<file path="src/common/bduc_cfg.svh">
// constants for the bidirectional up/down counter
// assumes nothing; definitions only
`ifndef BDUC_CFG_SVH
`define BDUC_CFG_SVH
`define BDUC_WIDTH 8
`define BDUC_ZERO 8'h00
`define BDUC_ONE 8'h01
`define BDUC_ALL_ONES 8'hFF
`endif

</file>
<file path="src/common/bduc_pkg.sv">
// types and count arithmetic for the up/down counter
// assumes bduc_cfg.svh is on the include path
`include "bduc_cfg.svh"
package bduc_pkg;
  typedef logic [`BDUC_WIDTH-1:0] bduc_count_t;

  // one count step, wrapping modulo 256
  function automatic bduc_count_t bduc_step(input bduc_count_t value,
                                            input logic up);
    bduc_count_t result;
    if (up) begin
      result = value + `BDUC_ONE;
    end else begin
      result = value - `BDUC_ONE;
    end
    return result;
  endfunction

  // terminal value in the current direction
  function automatic logic bduc_at_end(input bduc_count_t value,
                                       input logic up);
    logic hit;
    hit = up ? (value == `BDUC_ALL_ONES) : (value == `BDUC_ZERO);
    return hit;
  endfunction
endpackage

</file>
<file path="src/common/bduc_tc_if.sv">
// carries count state to the terminal count decoder and its answer back
// assumes one instance per counter, no clock of its own
`timescale 1ns/1ps
`default_nettype none
interface bduc_tc_if;
  bduc_pkg::bduc_count_t count;
  logic count_up;
  logic trickle_n;
  logic tc_n;
  modport core (output count, output count_up, output trickle_n,
                input tc_n);
  modport dec (input count, input count_up, input trickle_n,
               output tc_n);
endinterface
`default_nettype wire

</file>
<file path="src/verilog/bduc_tc_decode.sv">
// terminal count decoder for cascading through trickle enables
// assumes count and controls arrive over bduc_tc_if; purely combinational
`timescale 1ns/1ps
`default_nettype none
module bduc_tc_decode (
  bduc_tc_if.dec tc_bus
);
  always_comb begin
    tc_bus.tc_n = !(!tc_bus.trickle_n &&
                    bduc_pkg::bduc_at_end(tc_bus.count, tc_bus.count_up));
  end
endmodule
`default_nettype wire

</file>
<file path="src/verilog/bduc_counter.sv">
// eight-stage up/down counter with a shared load/read data bus
// assumes controls other than i_master_clear_n are synchronous to i_clk; the pin wire is resolved
// outside from o_shared_data_bus and o_shared_data_bus_oe
`timescale 1ns/1ps
`default_nettype none
`include "bduc_cfg.svh"
module bduc_counter (
  input wire logic i_clk,
  input wire logic i_sys_rst,
  input wire logic i_master_clear_n,
  input wire logic i_sync_clear_n,
  input wire logic i_chip_select_n,
  input wire logic i_parallel_load_enable_n,
  input wire logic i_parallel_count_enable_n,
  input wire logic i_trickle_count_enable_n,
  input wire logic i_count_up,
  input wire logic i_output_enable_n,
  input wire logic [`BDUC_WIDTH-1:0] i_shared_data_bus,
  output logic [`BDUC_WIDTH-1:0] o_shared_data_bus,
  output logic o_shared_data_bus_oe,
  output logic o_terminal_count_n,
  output logic [`BDUC_WIDTH-1:0] o_count
);
  bduc_pkg::bduc_count_t count;
  bduc_pkg::bduc_count_t next_count;
  logic load_now;
  logic count_now;

  bduc_tc_if tc_bus ();

  // load decode relies on partner keeping the pair apart
  assign load_now = !i_chip_select_n && !i_parallel_load_enable_n;
  assign count_now = !i_parallel_count_enable_n &&
                     !i_trickle_count_enable_n;

  // clear first, then load, then count or hold
  always_comb begin
    next_count = count;
    if (!i_sync_clear_n) begin
      next_count = `BDUC_ZERO;
    end else if (load_now) begin
      next_count = i_shared_data_bus;
    end else if (count_now) begin
      next_count = bduc_pkg::bduc_step(count, i_count_up);
    end
  end

  always_ff @(posedge i_clk or negedge i_master_clear_n) begin
    if (!i_master_clear_n) begin
      count <= `BDUC_ZERO;
    end else if (i_sys_rst) begin
      count <= `BDUC_ZERO;
    end else begin
      count <= next_count;
    end
  end

  // bus is input unless chip select and output enable are low and parallel load enable is high
  // bus data follows the cleared register at once
  assign o_shared_data_bus = count;
  assign o_shared_data_bus_oe = !i_chip_select_n &&
                                i_parallel_load_enable_n &&
                                !i_output_enable_n;
  assign o_count = count;

  assign tc_bus.count = count;
  assign tc_bus.count_up = i_count_up;
  assign tc_bus.trickle_n = i_trickle_count_enable_n;

  bduc_tc_decode u_tc (
    .tc_bus(tc_bus.dec)
  );

  // terminal decode result to the pin
  assign o_terminal_count_n = tc_bus.tc_n;

  a_sync_clear_wins: assert property (
    @(posedge i_clk) disable iff (i_sys_rst || !i_master_clear_n)
    !i_sync_clear_n |=> count == `BDUC_ZERO)
    else $error("sync clear did not zero the count");

  a_parallel_load_value: assert property (
    @(posedge i_clk) disable iff (i_sys_rst || !i_master_clear_n)
    (i_sync_clear_n && load_now) |=> count == $past(i_shared_data_bus))
    else $error("parallel load did not take bus data");

  a_hold_parallel_en: assert property (
    @(posedge i_clk) disable iff (i_sys_rst || !i_master_clear_n)
    (i_sync_clear_n && !load_now && i_parallel_count_enable_n)
    |=> $stable(count))
    else $error("count moved with parallel enable high");

  a_hold_trickle_en: assert property (
    @(posedge i_clk) disable iff (i_sys_rst || !i_master_clear_n)
    (i_sync_clear_n && !load_now && i_trickle_count_enable_n)
    |-> o_terminal_count_n ##1 $stable(count))
    else $error("trickle hold failed or terminal low");

  a_count_up_step: assert property (
    @(posedge i_clk) disable iff (i_sys_rst || !i_master_clear_n)
    (i_sync_clear_n && !load_now && count_now && i_count_up)
    |=> count == bduc_pkg::bduc_step($past(count), 1'b1))
    else $error("count up step wrong");

  a_count_down_step: assert property (
    @(posedge i_clk) disable iff (i_sys_rst || !i_master_clear_n)
    (i_sync_clear_n && !load_now && count_now && !i_count_up)
    |=> count == bduc_pkg::bduc_step($past(count), 1'b0))
    else $error("count down step wrong");

  a_bus_float_cs: assert property (
    @(posedge i_clk) disable iff (i_sys_rst)
    i_chip_select_n |-> !o_shared_data_bus_oe)
    else $error("bus driven while deselected");

  a_bus_drive_read: assert property (
    @(posedge i_clk) disable iff (i_sys_rst)
    (!i_chip_select_n && i_parallel_load_enable_n)
    |-> (o_shared_data_bus_oe == !i_output_enable_n) &&
        (o_shared_data_bus == count))
    else $error("bus drive does not follow output enable");

  a_terminal_decode: assert property (
    @(posedge i_clk) disable iff (i_sys_rst)
    !o_terminal_count_n |-> (!i_trickle_count_enable_n &&
      (i_count_up ? count == `BDUC_ALL_ONES : count == `BDUC_ZERO)))
    else $error("terminal count low off the end value");

  a_master_clear_hold: assert property (
    @(posedge i_clk) disable iff (i_sys_rst)
    !i_master_clear_n |-> (count == `BDUC_ZERO) &&
      (o_shared_data_bus == `BDUC_ZERO))
    else $error("master clear left count or bus nonzero");

  a_sys_rst_clear: assert property (
    @(posedge i_clk) disable iff (!i_master_clear_n)
    i_sys_rst
    |=> count == `BDUC_ZERO)
    else $error("system reset did not zero the count");

  a_cs_ignores_load: assert property (
    @(posedge i_clk) disable iff (i_sys_rst || !i_master_clear_n)
    (i_sync_clear_n && i_chip_select_n && !count_now)
    |=> $stable(count))
    else $error("count moved while deselected and not counting");

  a_tc_trickle_high: assert property (
    @(posedge i_clk) disable iff (i_sys_rst)
    i_trickle_count_enable_n
    |-> o_terminal_count_n)
    else $error("terminal low with trickle enable high");

  a_tc_low_up: assert property (
    @(posedge i_clk) disable iff (i_sys_rst)
    (!i_trickle_count_enable_n && i_count_up && count == `BDUC_ALL_ONES)
    |-> !o_terminal_count_n)
    else $error("terminal not low at top while counting up");

  a_tc_low_down: assert property (
    @(posedge i_clk) disable iff (i_sys_rst)
    (!i_trickle_count_enable_n && !i_count_up && count == `BDUC_ZERO)
    |-> !o_terminal_count_n)
    else $error("terminal not low at zero while counting down");

  a_wrap_up_zero: assert property (
    @(posedge i_clk) disable iff (i_sys_rst || !i_master_clear_n)
    (i_sync_clear_n && !load_now && count_now && i_count_up &&
     count == `BDUC_ALL_ONES)
    |=> count == `BDUC_ZERO)
    else $error("count up did not wrap to zero");

  a_wrap_down_full: assert property (
    @(posedge i_clk) disable iff (i_sys_rst || !i_master_clear_n)
    (i_sync_clear_n && !load_now && count_now && !i_count_up &&
     count == `BDUC_ZERO)
    |=> count == `BDUC_ALL_ONES)
    else $error("count down did not wrap to all ones");

  a_master_clear_tc: assert property (
    @(posedge i_clk) disable iff (i_sys_rst)
    (!i_master_clear_n && !i_trickle_count_enable_n && !i_count_up)
    |-> !o_terminal_count_n)
    else $error("master clear did not reach terminal counting down");

  a_master_clear_up: assert property (
    @(posedge i_clk) disable iff (i_sys_rst)
    (!i_master_clear_n && i_count_up)
    |-> o_terminal_count_n)
    else $error("terminal low under master clear counting up");

  a_load_floats_bus: assert property (
    @(posedge i_clk) disable iff (i_sys_rst)
    load_now
    |-> !o_shared_data_bus_oe)
    else $error("bus driven during parallel load");

  a_tc_follows_zero: assert property (
    @(posedge i_clk) disable iff (i_sys_rst)
    (!i_trickle_count_enable_n && count == `BDUC_ZERO)
    |-> (o_terminal_count_n == i_count_up))
    else $error("terminal does not follow direction at zero");

  a_tc_follows_full: assert property (
    @(posedge i_clk) disable iff (i_sys_rst)
    (!i_trickle_count_enable_n && count == `BDUC_ALL_ONES)
    |-> (o_terminal_count_n == !i_count_up))
    else $error("terminal does not follow direction at top");
endmodule
`default_nettype wire

</file>
<file path="config.mk">
export PLATFORM = sky130hd
export DESIGN_NAME = bduc_counter
export DESIGN_NICKNAME = d
export VERILOG_FILES = /design/src/common/bduc_pkg.sv /design/src/common/bduc_tc_if.sv /design/src/verilog/bduc_tc_decode.sv /design/src/verilog/bduc_counter.sv
export VERILOG_INCLUDE_DIRS = /design/src /design/src/common
export SDC_FILE = /design/constraint.sdc
export NUM_CORES = 1
export LEC_CHECK = 0
export BUFFER_PORTS_ARGS = -buffer_cell sky130_fd_sc_hd__buf_2
export CAP_MARGIN = 5
export CORE_MARGIN = 2
export CORE_UTILIZATION = 48
export CTS_BUF_LIST = sky130_fd_sc_hd__clkbuf_2
export DETAILED_ROUTE_END_ITERATION = 10
export PLACE_DENSITY = 0.81
export SLEW_MARGIN = 15
export SYNTH_ARGS = -nofsm -noshare
export SYNTH_HDL_FRONTEND = slang
export SYNTH_HIERARCHICAL = 1
export SYNTH_SLANG_ARGS = --single-unit
</file>
<file path="constraint.sdc">
create_clock -name i_clk -period 2.7 [get_ports i_clk]
set_clock_uncertainty 0.2 [all_clocks]
set_input_delay 0.135 -clock i_clk [delete_from_list [all_inputs] [get_ports i_clk]]
set_output_delay 0.135 -clock i_clk [all_outputs]
set_load 0.005 [all_outputs]
</file>
* After elaboration in Yosys (flattened, before gate mapping)
Index checks and enable logic that the tools add are counted.
** Storage, ports and cells
- Flip-flop bits (word level) :: 8
- Output and inout bits :: 18
- Logic and storage cells :: 23
** Cells by class
- Add/subtract/negate cells :: 2
- Equality and inequality tests :: 2
- Multiplexer cells :: 6
- Reduce and logical (&&, ||, !) cells :: 12
** Operators with widths (number)
- $mux W8 :: 5
- $add A8 B1 Y8 const B :: 1
- $eq A8 B8 Y1 const B :: 1
- $logic_not A8 Y1 :: 1
- $sub A8 B1 Y8 const B :: 1
- $logic_not A1 Y1 :: 6
- $logic_and A1 B1 Y1 :: 5
- $ne A4 B2 Y1 const B :: 1
- $mux W1 :: 1

* Longest topological paths before layout
Gate-level depths: netlist of the first run.
- Depth after elaboration :: 6
- Gate-level depth with buffers :: 8
- Mapped depth without buffers :: 8

* By module
The synthesis of the first run kept the hierarchy.
** Modules (own cells, without submodules)
- bduc_counter :: instances 1, cells each 88, area each 757.0 um^2, sequential area each 200.2 um^2
- bduc_tc_decode :: instances 1, cells each 7, area each 50.0 um^2, sequential area each 0.0 um^2

* Worst setup path before layout of the first run
Ideal clock, no wire load.
- Path type :: flip-flop to flip-flop
- Start point :: reg count[2] (netlist: o_count[2])
- End point :: reg count[7] (netlist: o_count[7])
- Arrival :: 1861 ps
- Setup slack :: 552 ps
- Stages on the path, launching flop included :: 8
- Period minus slack after synthesis :: 2148 ps
- Path through :: dfrtp_1 > ha_1 > o211ai_1 > o21ai_2 > or3_1 > a31oi_1 > xnor2_1 > a211oi_2
** Between the ends
- Cells in the longest elaborated chain, start to end :: 6
** Ends and longest elaborated chain
- from (decl) :: RTL line bduc_counter.sv:24 : bduc_pkg::bduc_count_t count;
- from (signal assigned) :: RTL line bduc_counter.sv:50 : count <= `BDUC_ZERO;
- from (signal assigned) :: RTL line bduc_counter.sv:52 : count <= `BDUC_ZERO;
- from (signal assigned) :: RTL line bduc_counter.sv:54 : count <= next_count;
- $sub A8 B1 Y8 (no line) or $add A8 B1 Y8 (tied branches)
- $mux W8 (*) :: RTL line bduc_pkg.sv:11 : if (up) begin
- $mux W8 (*) :: RTL line bduc_counter.sv:43 : end else if (count_now) begin
- $mux W8 (*) :: RTL line bduc_counter.sv:41 : end else if (load_now) begin
- $mux W8 (*) :: RTL line bduc_counter.sv:39 : if (!i_sync_clear_n) begin
- $mux W8 (*) :: RTL line bduc_counter.sv:51 : end else if (i_sys_rst) begin
Mark *: on every way between the ends. The rest lies on a longest branch, timed or not. The select of a mux whose other input is x is not followed.
A chain may end at the register's enable or synchronous reset.

* Final worst setup path of the first run
Ends and elaborated chain as after synthesis.

==> results of run 1 <==
[Yosys cell counts, drive strengths merged]
cell type / n / area share
a22oi: 1 / 0.0093
nand3b: 1 / 0.0093
dfrtp: 8 / 0.25
ha: 6 / 0.093
xnor2: 5 / 0.054
a21o: 3 / 0.029
xor2: 1 / 0.011
nor4b: 1 / 0.019
nand4: 3 / 0.023
nand2: 6 / 0.028
nor3b: 2 / 0.019
a211o: 1 / 0.011
nor3: 2 / 0.012
a311oi: 3 / 0.033
a31oi: 2 / 0.016
o21ai: 4 / 0.029
clkbuf: 1 / 0.0046
or2: 2 / 0.016
a211oi: 4 / 0.050
or3: 1 / 0.0078
a21oi: 7 / 0.043
nor4: 2 / 0.016
o211ai: 2 / 0.019
nor2: 12 / 0.056
and3: 1 / 0.0078
buf: 10 / 0.093
nand2b: 1 / 0.0078
inv: 1 / 0.0046
nor2b: 1 / 0.0078
fa: 1 / 0.025
[how the worst max path moves through the flow]
stage                     slack [ns]  startpoint          to  cells past startpoint
after global routing            0.32  o_count[2]  o_count[7]                      7
after detailed placement        0.43  i_count_up  o_count[7]                      9
final                           0.43  o_count[2]  o_count[7]                      7
after floorplan                 0.55  o_count[2]  o_count[7]                      7
after global placement          0.46  i_count_up  o_count[7]                      9
after CTS                       0.45  o_count[2]  o_count[7]                      7
[critical path, stage by stage (launching register included)]
cell      delay, ns
dfrtp_1        0.46
ha_1           0.36
o211ai_1       0.21
o21ai_2        0.11
or3_1          0.34
a31oi_1        0.20
xnor2_1        0.10
a211oi_2       0.21
[per-layer routing]
| layer | global-route usage | up-vias | routed length (um) |
|---|---|---|---|
| met5 | 0 | - | 0 |
| met4 | 0.0882 | 0 | 40 |
| met3 | 0.0120 | 6 | 138 |
| met2 | 0.377 | 47 | 1030 |
| met1 | 0.311 | 402 | 886 |
| li1 | - | 416 | - |
[placed cells by master, fill, tap and decap left out, types with 2 or more instances in the layout]
cell,synthesis,final
a211oi_1,2,2
nand4_1,3,3
buf_2,0,35
xnor2_1,5,5
clkbuf_2,0,3
nor3_1,2,2
dfrtp_1,8,8
nor2_1,12,12
a21o_1,2,2
nor4_1,2,2
a31oi_1,2,2
o21ai_0,3,3
dlygate4sd3_1,0,5
nand2_1,6,6
a21oi_1,7,7
nor3b_1,2,2
ha_1,6,6
a311oi_1,3,3
or2_2,2,2
a211oi_2,2,2
o211ai_1,2,2
[metrics by stage]
stage                      util  power, mW  instances
after floorplan               -      0.215         95
after global placement    0.604      0.247        136
after detailed placement  0.604      0.249        136
after CTS                 0.646      0.322        144
after global routing      0.646      0.341        144
final                     0.646      0.323        144
[where the power goes]
group / switching (mW) / internal, mW
sequential: 0.00954 / 0.125
clock: 0.0387 / 0.0302
combinational: 0.0602 / 0.0585
total: 0.109 / 0.214
[kinds of logic (layout without fill, tap and decap cells)]
kind of cell,count (synthesis),in the layout,synth area share
XOR/XNOR,6,6,0.0651
AO/OA/AOI/OAI,27,27,0.239
flip-flops,8,8,0.248
adder cells (fa/ha/maj),7,7,0.118
buffers and inverters,12,45,0.102
AND/OR/NAND/NOR,35,35,0.228
[final cells by class]
type / count / area [um2] / area share
multi-input cells: 75 / 524 / 0.526
clock buffers: 3 / 15.0 / 0.0151
inverters: 1 / 3.75 / 0.00377
well taps: 16 / 20.0 / 0.0201
repair buffers: 41 / 233 / 0.234
flip-flops and latches: 8 / 200 / 0.201
==> impl_metrics.csv, run 1 <==
group,metric,value,unit
detailed_routing,drc,0,
clock_network,cts_sinks,8,
hold_path,min_path_type,"in2reg",
timing,finalWorstSetupSlack,0.432,ns
timing,rsz0062_at_grt,"false",
finish,syn_to_final_growth,23.4,%
synth,synth_area,807,um2
detailed_routing,via_per_inst,6.05,
clock_network,cts_tree,"built",
timing,finalSetupViolations,0,
clock_network,cts_setup_buffers,0,
power_and_ir_drop,peakVddDrop,116,uV
timing,timing.final.crit_share,0.840,
timing,tightest_slew,0.553,ns
grt,grt_max_degree,14,
grt,grt_pass1_wl,3.32,mm
worst_setup_path,reg2reg_depth,7,
floorplanning,dieArea,2030,um2
detailed_routing,dr.pass1.iters,5,
clock_network,numCtsBuffers,3,
outcome,violations,"negative hold slack",
worst_setup_path,cp_data_required_time,2.66,ns
detailed_routing,num_vias,871,
clock_network,root_buffer,"clkbuf_2",
floorplanning,die_h,45.0,um
floorplanning,initial_core_util,0.524,
outcome,status,"complete, but fails checks",
hold_path,hold_path_depth,3,
clock_network,clock_latency,0.24,ns
clock_network,clk_pin_slew,0.08,ns
worst_setup_path,worst_ep_arrival_time,2.23,ns
clock_network,max-clock-path-buffers,2,
grt,antenna_found_initial,0,
worst_setup_path,start_kind,"flip-flop",
clock_network,post_cts_resized,0,
synth,ys_warn_count,6,
placed_design,dp_slack,0.425,ns
floorplanning,ios,36,
placed_design,gp_congestion,0.861,
finish,diodes,0,
worst_setup_path,critical_path_class,"reg2reg",
timing,max_freq,441,MHz
timing,relSlewSlack,0.630,
timing,fin_crit,2.27,ns
placed_design,place_area,931,um2
finish,fill_cells,132,
floorplanning,fp-row-count,14,
hold_path,hold_end,"o_count[7]",
worst_setup_path,r2r-end,"o_count[7]",
synth,ys_seq_area_frac,0.248,
synth,synth-seq-cells,8,
grt,grt-ovfl-total,0,
timing,final_hold_viol_count,1,
detailed_routing,finalWirelength,2.10,mm
synth,synth_cells,95,
synth,yosysUniqueCellTypes,35,
detailed_routing,drtAntennaViolNets,0,
clock_network,hold_buffers,5,
detailed_routing,wl_per_cell,14.5,um
worst_setup_path,reg2reg_from,"o_count[2]",
placed_design,portBuffers,35,
worst_setup_path,cp_max_fo,6,
worst_setup_path,reg2reg_setup_slack,0.43,ns
worst_setup_path,end_kind,"flip-flop",
hold_path,hold_start,"i_shared_data_bus[7]",
finish,stdcell_area,996,um2
floorplanning,core,1540,um2
placed_design,place_hpwl,1.59,mm
flow_run,drv_cap,0,
clock_network,ctsHtreeMaxLevel,1,
grt,grt_pass1_vias,696,
synth,syn_nets,120,
grt,grt_util_all_layers,0.228,
finish,final_layout_size_suffix_gt1_frac,0.359,
finish,largest_reg_flops,8,
power_and_ir_drop,power.density,324,nW/um2
power_and_ir_drop,leakage,0.508,nW
detailed_routing,drt_iter0_markers,27,
synth,syn_avg_cell_area,8.49,um2
timing,finalMaxSlewViolations,0,
timing,fin_tns_setup,0,ns
floorplanning,die_w,45.0,um
timing,holdWs,-0.00204,ns
finish,nets,155,
Power figures use the tool's default switching activity.
==> inputs of run 2 (changes only) <==
==> constraint.sdc (replaced) <==
create_clock -name i_clk -period 2.3 [get_ports i_clk]
set_clock_uncertainty 0.2 [all_clocks]
set_input_delay 0.115 -clock i_clk [delete_from_list [all_inputs] [get_ports i_clk]]
set_output_delay 0.115 -clock i_clk [all_outputs]
set_load 0.005 [all_outputs]
==> run 2 against run 1 <==
Net effect: the flow still finishes with violations (negative hold slack); core utilization rose by 7.1 points; power rose by 27%; critical path depth rose by 1; setup slack got worse by 0.34 ns; register-to-register slack got worse by 0.34 ns; combinational power rose by 38%; sequential power rose by 15%; fmax rose by 2.5%; clock power rose by 31%; routed wire length rose by 15%; die area did not move.
==> impl_metrics.csv, run 2 (synthesized netlist as in run 1, its figures left out) <==
group,metric,value,unit
outcome,status,"complete, but fails checks",
outcome,violations,"negative hold slack",
clock_network,clock_latency,0.25,ns
grt,grt_max_degree,14,
grt,grt_util_all_layers,0.242,
placed_design,dp.cells,142,
clock_network,cts_sinks,8,
power_and_ir_drop,leakage,0.559,nW
power_and_ir_drop,p_int,265,uW
floorplanning,die_w,45.0,um
detailed_routing,drc,0,
worst_setup_path,path_cells,"buf_4 > fa_1 > a21o_1 > a21oi_2 > nor2b_1 > nor3_1 > a21oi_1 > a311oi_1",
detailed_routing,wl_per_cell,15.5,um
timing,timing.final.crit_share,0.962,
timing,finalMaxSlewViolations,0,
timing,fin_tns_setup,0,ns
finish,final_cells,155,
worst_setup_path,cp_max_fo,3,
detailed_routing,drtAntennaViolNets,0,
detailed_routing,via_per_inst,5.97,
timing,max_freq,452,MHz
finish,fill_cells,106,
floorplanning,die_h,45.0,um
floorplanning,core,1540,um2
detailed_routing,finalWirelength,2.40,mm
floorplanning,fp-row-count,14,
grt,grt_pass1_wl,3.55,mm
timing,finalSetupViolations,0,
worst_setup_path,critical_path_class,"reg2reg",
timing,holdWs,-0.00553,ns
worst_setup_path,worst_ep_arrival_time,2.17,ns
placed_design,portBuffers,35,
finish,final_common_cell,"buf_2",
timing,relSlewSlack,0.616,
worst_setup_path,critPathTopFamily,"compound AO/OA/AOI/OAI gates",
clock_network,cts_tree,"built",
detailed_routing,num_vias,926,
finish,diodes,0,
worst_setup_path,start_kind,"flip-flop",
power_and_ir_drop,power.density,371,nW/um2
floorplanning,ios,36,
detailed_routing,drt_iter0_markers,33,
power_and_ir_drop,report.power.total,409,uW
finish,largest_reg_flops,8,
grt,grt_pass1_vias,839,
floorplanning,dieArea,2030,um2
clock_network,root_buffer,"clkbuf_2",
timing,rsz0062_at_grt,"true",
worst_setup_path,end_kind,"flip-flop",
grt,grt-ovfl-total,0,
placed_design,gp_congestion,0.896,
grt,antenna_found_initial,0,
detailed_routing,dr.pass1.iters,4,
worst_setup_path,critPathSlowestCell,"dfrtp_1",
clock_network,clk_pin_slew,0.09,ns
timing,fin_crit,2.21,ns
clock_network,ctsHtreeMaxLevel,1,
floorplanning,initial_core_util,0.524,
power_and_ir_drop,p_comb_frac,0.401,
finish,syn_to_final_growth,36.9,%
flow_run,drv_cap,0,
finish,nets,166,
power_and_ir_drop,power.share.clock,0.221,
timing,final_hold_viol_count,1,
clock_network,max-clock-path-buffers,2,
clock_network,numCtsBuffers,3,
power_and_ir_drop,pwr-share-seq,0.378,
worst_setup_path,cp_slowest_stage_delay,0.44,ns
power_and_ir_drop,p_sw_frac,0.354,
finish,final_cell_mix,"buf_2 (35), nor2_1 (12), dlygate4sd3_1 (9), dfrtp_1 (8), buf_4 (8)",
placed_design,place_hpwl,1.68,mm
finish,final_layout_size_suffix_gt1_frac,0.396,
worst_setup_path,worst-path-buf-inv,1,
power_and_ir_drop,p_switching,145,uW
hold_path,min_path_type,"in2reg",
timing,tightest_slew,0.574,ns
power_and_ir_drop,peakVddDrop,189,uV
worst_setup_path,cp_data_required_time,2.26,ns
run 2: changes by cell type in the layout (fill, tap and decap cells not counted):
cell	previous run	this run
ha_1	6	5
ha_4	0	1
a21oi_2	0	1
buf_4	1	8
dlygate4sd3_1	5	9
a21oi_1	7	6
run 2: worst paths after layout:
check | to | slack, ns | start | cells after the start
max in group asynchronous | o_count[3] | 1.69 | i_master_clear_n | 2
hold reg to reg | o_count[7] | 0.50 | o_count[7] | 2
min in group asynchronous | o_count[5] | 0.04 | i_master_clear_n | 2
setup / recovery | o_count[6] | 0.09 | o_count[1] | 8
setup reg to reg | o_count[6] | 0.09 | o_count[1] | 8
hold / removal | o_count[6] | -0.006 | i_shared_data_bus[6] | 3
run 2: metrics by stage:
| step | worst slack [ns] | hold slack, ns | util | cell area (um2) |
|---|---|---|---|---|
| floorplan | 0.152 | -0.381 | - | 807 |
| global placement | 0.134 | -0.235 | 0.633 | 976 |
| detailed placement | 0.0763 | -0.237 | 0.633 | 976 |
| CTS | 0.0877 | 0.000962 | 0.701 | 1080 |
| global route | -0.0174 | 0.0169 | 0.717 | 1100 |
| finish | 0.0881 | -0.00553 | 0.717 | 1100 |
run 2: timing repair:
item                       CTS  global route
hold buffers                 9             0
setup endpoints to repair    0             1
setup buffers                0             1
gates resized for setup      0             2
hold endpoints to repair    15             0
run 2: routing by layer:
| metal | part of all wire | up-vias | track usage |
|---|---|---|---|
| met5 | 0 | - | 0 |
| met4 | 0.033 | 0 | 0.118 |
| met3 | 0.089 | 10 | 0.0200 |
| met2 | 0.49 | 58 | 0.429 |
| met1 | 0.39 | 426 | 0.291 |
| li1 | - | 432 | - |
run 2: tightest hold or removal path, delay by kind of cell:
kind	cells	cell delay [ns]
AO/OA/AOI/OAI	1	0.06
buffers and inverters	1	0.10
AND/OR/NAND/NOR	1	0.13
run 2: cell type report:
cell class / count / area [um2] / area share
flip-flops and latches: 8 / 200 / 0.181
inverters: 1 / 3.75 / 0.00340
well taps: 16 / 20.0 / 0.0181
multi-input cells: 75 / 541 / 0.489
repair buffers: 52 / 325 / 0.294
clock buffers: 3 / 15.0 / 0.0136
run 2: power by group through the flow:
stage,Clock (mW),Combinational [mW],Sequential [mW]
CTS,0.0868,0.156,0.154
global placement,0,0.140,0.156
detailed placement,0,0.145,0.156
finish,0.0903,0.164,0.155
floorplan,0,0.0921,0.160
global route,0.0897,0.181,0.155
==> inputs of run 3 (changes only) <==
--- a/config.mk
+++ b/config.mk
@@ -12,7 +12,7 @@
 export CORE_UTILIZATION = 48
 export CTS_BUF_LIST = sky130_fd_sc_hd__clkbuf_2
 export DETAILED_ROUTE_END_ITERATION = 10
-export PLACE_DENSITY = 0.81
+export PLACE_DENSITY = 0.83
 export SLEW_MARGIN = 15
 export SYNTH_ARGS = -nofsm -noshare
 export SYNTH_HDL_FRONTEND = slang
==> run 3 against run 2 <==
Net effect: the flow still finishes with violations (negative hold slack); die area unchanged; final area down 2.3%; flip-flop and latch count unchanged; register-to-register slack worse by 0.07 ns; count of clock-buffer cells in the layout unchanged; clock power down 4.3%; power down 1.4%; fmax down 3.2%; critical path type unchanged; largest power group unchanged.
==> impl_metrics.csv, run 3 (synthesized netlist as in run 1, its figures left out) <==
group,metric,value,unit
outcome,status,"complete, but fails checks",
outcome,violations,"negative hold slack",
worst_setup_path,r2r-end,"o_count[7]",
finish,final_common_cell,"buf_2",
detailed_routing,drtAntennaViolNets,0,
finish,syn_to_final_growth,33.8,%
finish,final_layout_size_suffix_gt1_frac,0.397,
finish,largest_reg_flops,8,
worst_setup_path,reg2reg_depth,7,
timing,tightest_slew,0.505,ns
placed_design,dp.cells,142,
worst_setup_path,critPathTopFamily,"compound AO/OA/AOI/OAI gates",
power_and_ir_drop,power.density,374,nW/um2
power_and_ir_drop,p_switching,141,uW
power_and_ir_drop,pwr-share-seq,0.382,
clock_network,clock_latency,0.23,ns
power_and_ir_drop,power.share.clock,0.214,
clock_network,cts_tree,"built",
floorplanning,initial_core_util,0.524,
timing,max_freq,438,MHz
detailed_routing,drt_iter0_markers,33,
timing,final_hold_viol_count,1,
clock_network,max-clock-path-buffers,2,
worst_setup_path,path_depth,7,
worst_setup_path,worst_ep_arrival_time,2.23,ns
floorplanning,dieArea,2030,um2
finish,final_cell_mix,"buf_2 (35), nor2_1 (12), dfrtp_1 (8)",
placed_design,gp_congestion,0.885,
clock_network,root_buffer,"clkbuf_2",
flow_run,drv_cap,0,
worst_setup_path,end_kind,"flip-flop",
clock_network,numCtsBuffers,3,
worst_setup_path,start_kind,"flip-flop",
floorplanning,core,1540,um2
placed_design,dp_slack,0.0530,ns
floorplanning,fp-row-count,14,
worst_setup_path,worst-path-buf-inv,0,
detailed_routing,drc,0,
floorplanning,die_h,45.0,um
detailed_routing,wl_per_cell,16.0,um
finish,final_cells,152,
worst_setup_path,path_cells,"ha_1 > a211oi_2 > o21ai_2 > or3_1 > a31oi_2 > xnor2_1 > a211oi_2",
finish,diodes,0,
worst_setup_path,cp_max_fo,3,
timing,finalWorstSetupSlack,0.0160,ns
timing,holdWs,-0.000463,ns
timing,timing.final.crit_share,0.993,
finish,nets,163,
clock_network,clk_pin_slew,0.09,ns
hold_path,hold_path_depth,3,
worst_setup_path,reg2reg_setup_slack,0.02,ns
clock_network,cts_setup_buffers,0,
worst_setup_path,reg2reg_from,"o_count[1]",
grt,grt-ovfl-total,0,
worst_setup_path,critical_path_class,"reg2reg",
hold_path,min_path_type,"in2reg",
grt,antenna_found_initial,0,
detailed_routing,num_vias,901,
timing,finalSetupViolations,0,
grt,grt_max_degree,14,
grt,grt_pass1_wl,3.53,mm
placed_design,place_hpwl,1.75,mm
power_and_ir_drop,leakage,0.547,nW
timing,fin_crit,2.28,ns
clock_network,cts_sinks,8,
grt,grt_util_all_layers,0.238,
clock_network,ctsHtreeMaxLevel,1,
floorplanning,die_w,45.0,um
worst_setup_path,critPathSlowestCell,"dfrtp_1",
worst_setup_path,cp_slowest_stage_delay,0.42,ns
worst_setup_path,crit_path_frequent_cell,"a211oi_2",
detailed_routing,via_per_inst,5.93,
power_and_ir_drop,p_sw_frac,0.349,
timing,finalMaxSlewViolations,0,
worst_setup_path,cp-endpoint,"o_count[7]",
power_and_ir_drop,peakVddDrop,194,uV
floorplanning,ios,36,
worst_setup_path,worstSetupStartpoint,"o_count[1]",
power_and_ir_drop,p_comb_frac,0.404,
placed_design,portBuffers,35,
power_and_ir_drop,p_int,263,uW
detailed_routing,finalWirelength,2.43,mm
timing,relSlewSlack,0.662,
detailed_routing,dr.pass1.iters,4,
grt,grt_pass1_vias,780,
worst_setup_path,cp_data_required_time,2.24,ns
## run 3: changes by cell type in the layout (fill, tap and decap cells not counted)
cell           change
a21oi_1            +1
a21oi_2            -1
a31oi_1            -1
a31oi_2            +1
buf_4              -1
dlygate4sd3_1      -2
## run 3: worst min path at each step
stage | from | end | slack, ns
after floorplan | i_master_clear_n | o_count[0] | -0.38
after global placement | i_master_clear_n | o_count[3] | -0.23
after detailed placement | i_master_clear_n | o_count[3] | -0.23
after CTS | i_shared_data_bus[7] | o_count[7] | 0.002
after global routing | i_shared_data_bus[7] | o_count[7] | 0.0001
final | i_shared_data_bus[7] | o_count[7] | -0.0005
## run 3: stage by stage
stage	TNS, ns	hold WS (ns)	total power, mW	instance area, um2	util
finish	0	-0.000463	0.404	1080	0.700
global route	-0.0692	0.000133	0.424	1080	0.700
CTS	0	0.00234	0.390	1060	0.688
detailed placement	0	-0.230	0.301	976	0.633
global placement	0	-0.235	0.296	976	0.633
floorplan	0	-0.381	0.252	807	-
## run 3: worst min-delay path: stages
cell and delay, ns:
buf_2 0.09, nor2_1 0.12, a211oi_2 0.06
## run 3: power groups by stage
stage	clock network [mW]	logic (mW)	registers [mW]
3_3_place_gp	0	0.140	0.156
6_report	0.0864	0.163	0.154
5_1_grt	0.0918	0.178	0.155
2_1_floorplan	0	0.0921	0.160
4_1_cts	0.0824	0.154	0.154
3_5_place_dp	0	0.145	0.157
## run 3: area by class of cell
type	instances	area [um2]
Tap cell	16	20.0
Sequential cell	8	200
Inverter	1	3.75
Multi-Input combinational cell	75	543
Timing Repair Buffer	49	298
Clock buffer	3	15.0
Fill cell	120	462
## run 3: timing repair
item	CTS	global route
hold buffers	7	0
gates resized for setup	0	2
setup endpoints to repair	0	1
hold endpoints to repair	14	0
## run 3: layer usage
metal,part of all wire,vias up,global-route usage
li1,-,428,-
met2,0.48,60,0.377
met1,0.40,409,0.326
met3,0.10,4,0.0320
met5,0,-,0
met4,0.017,0,0.0941
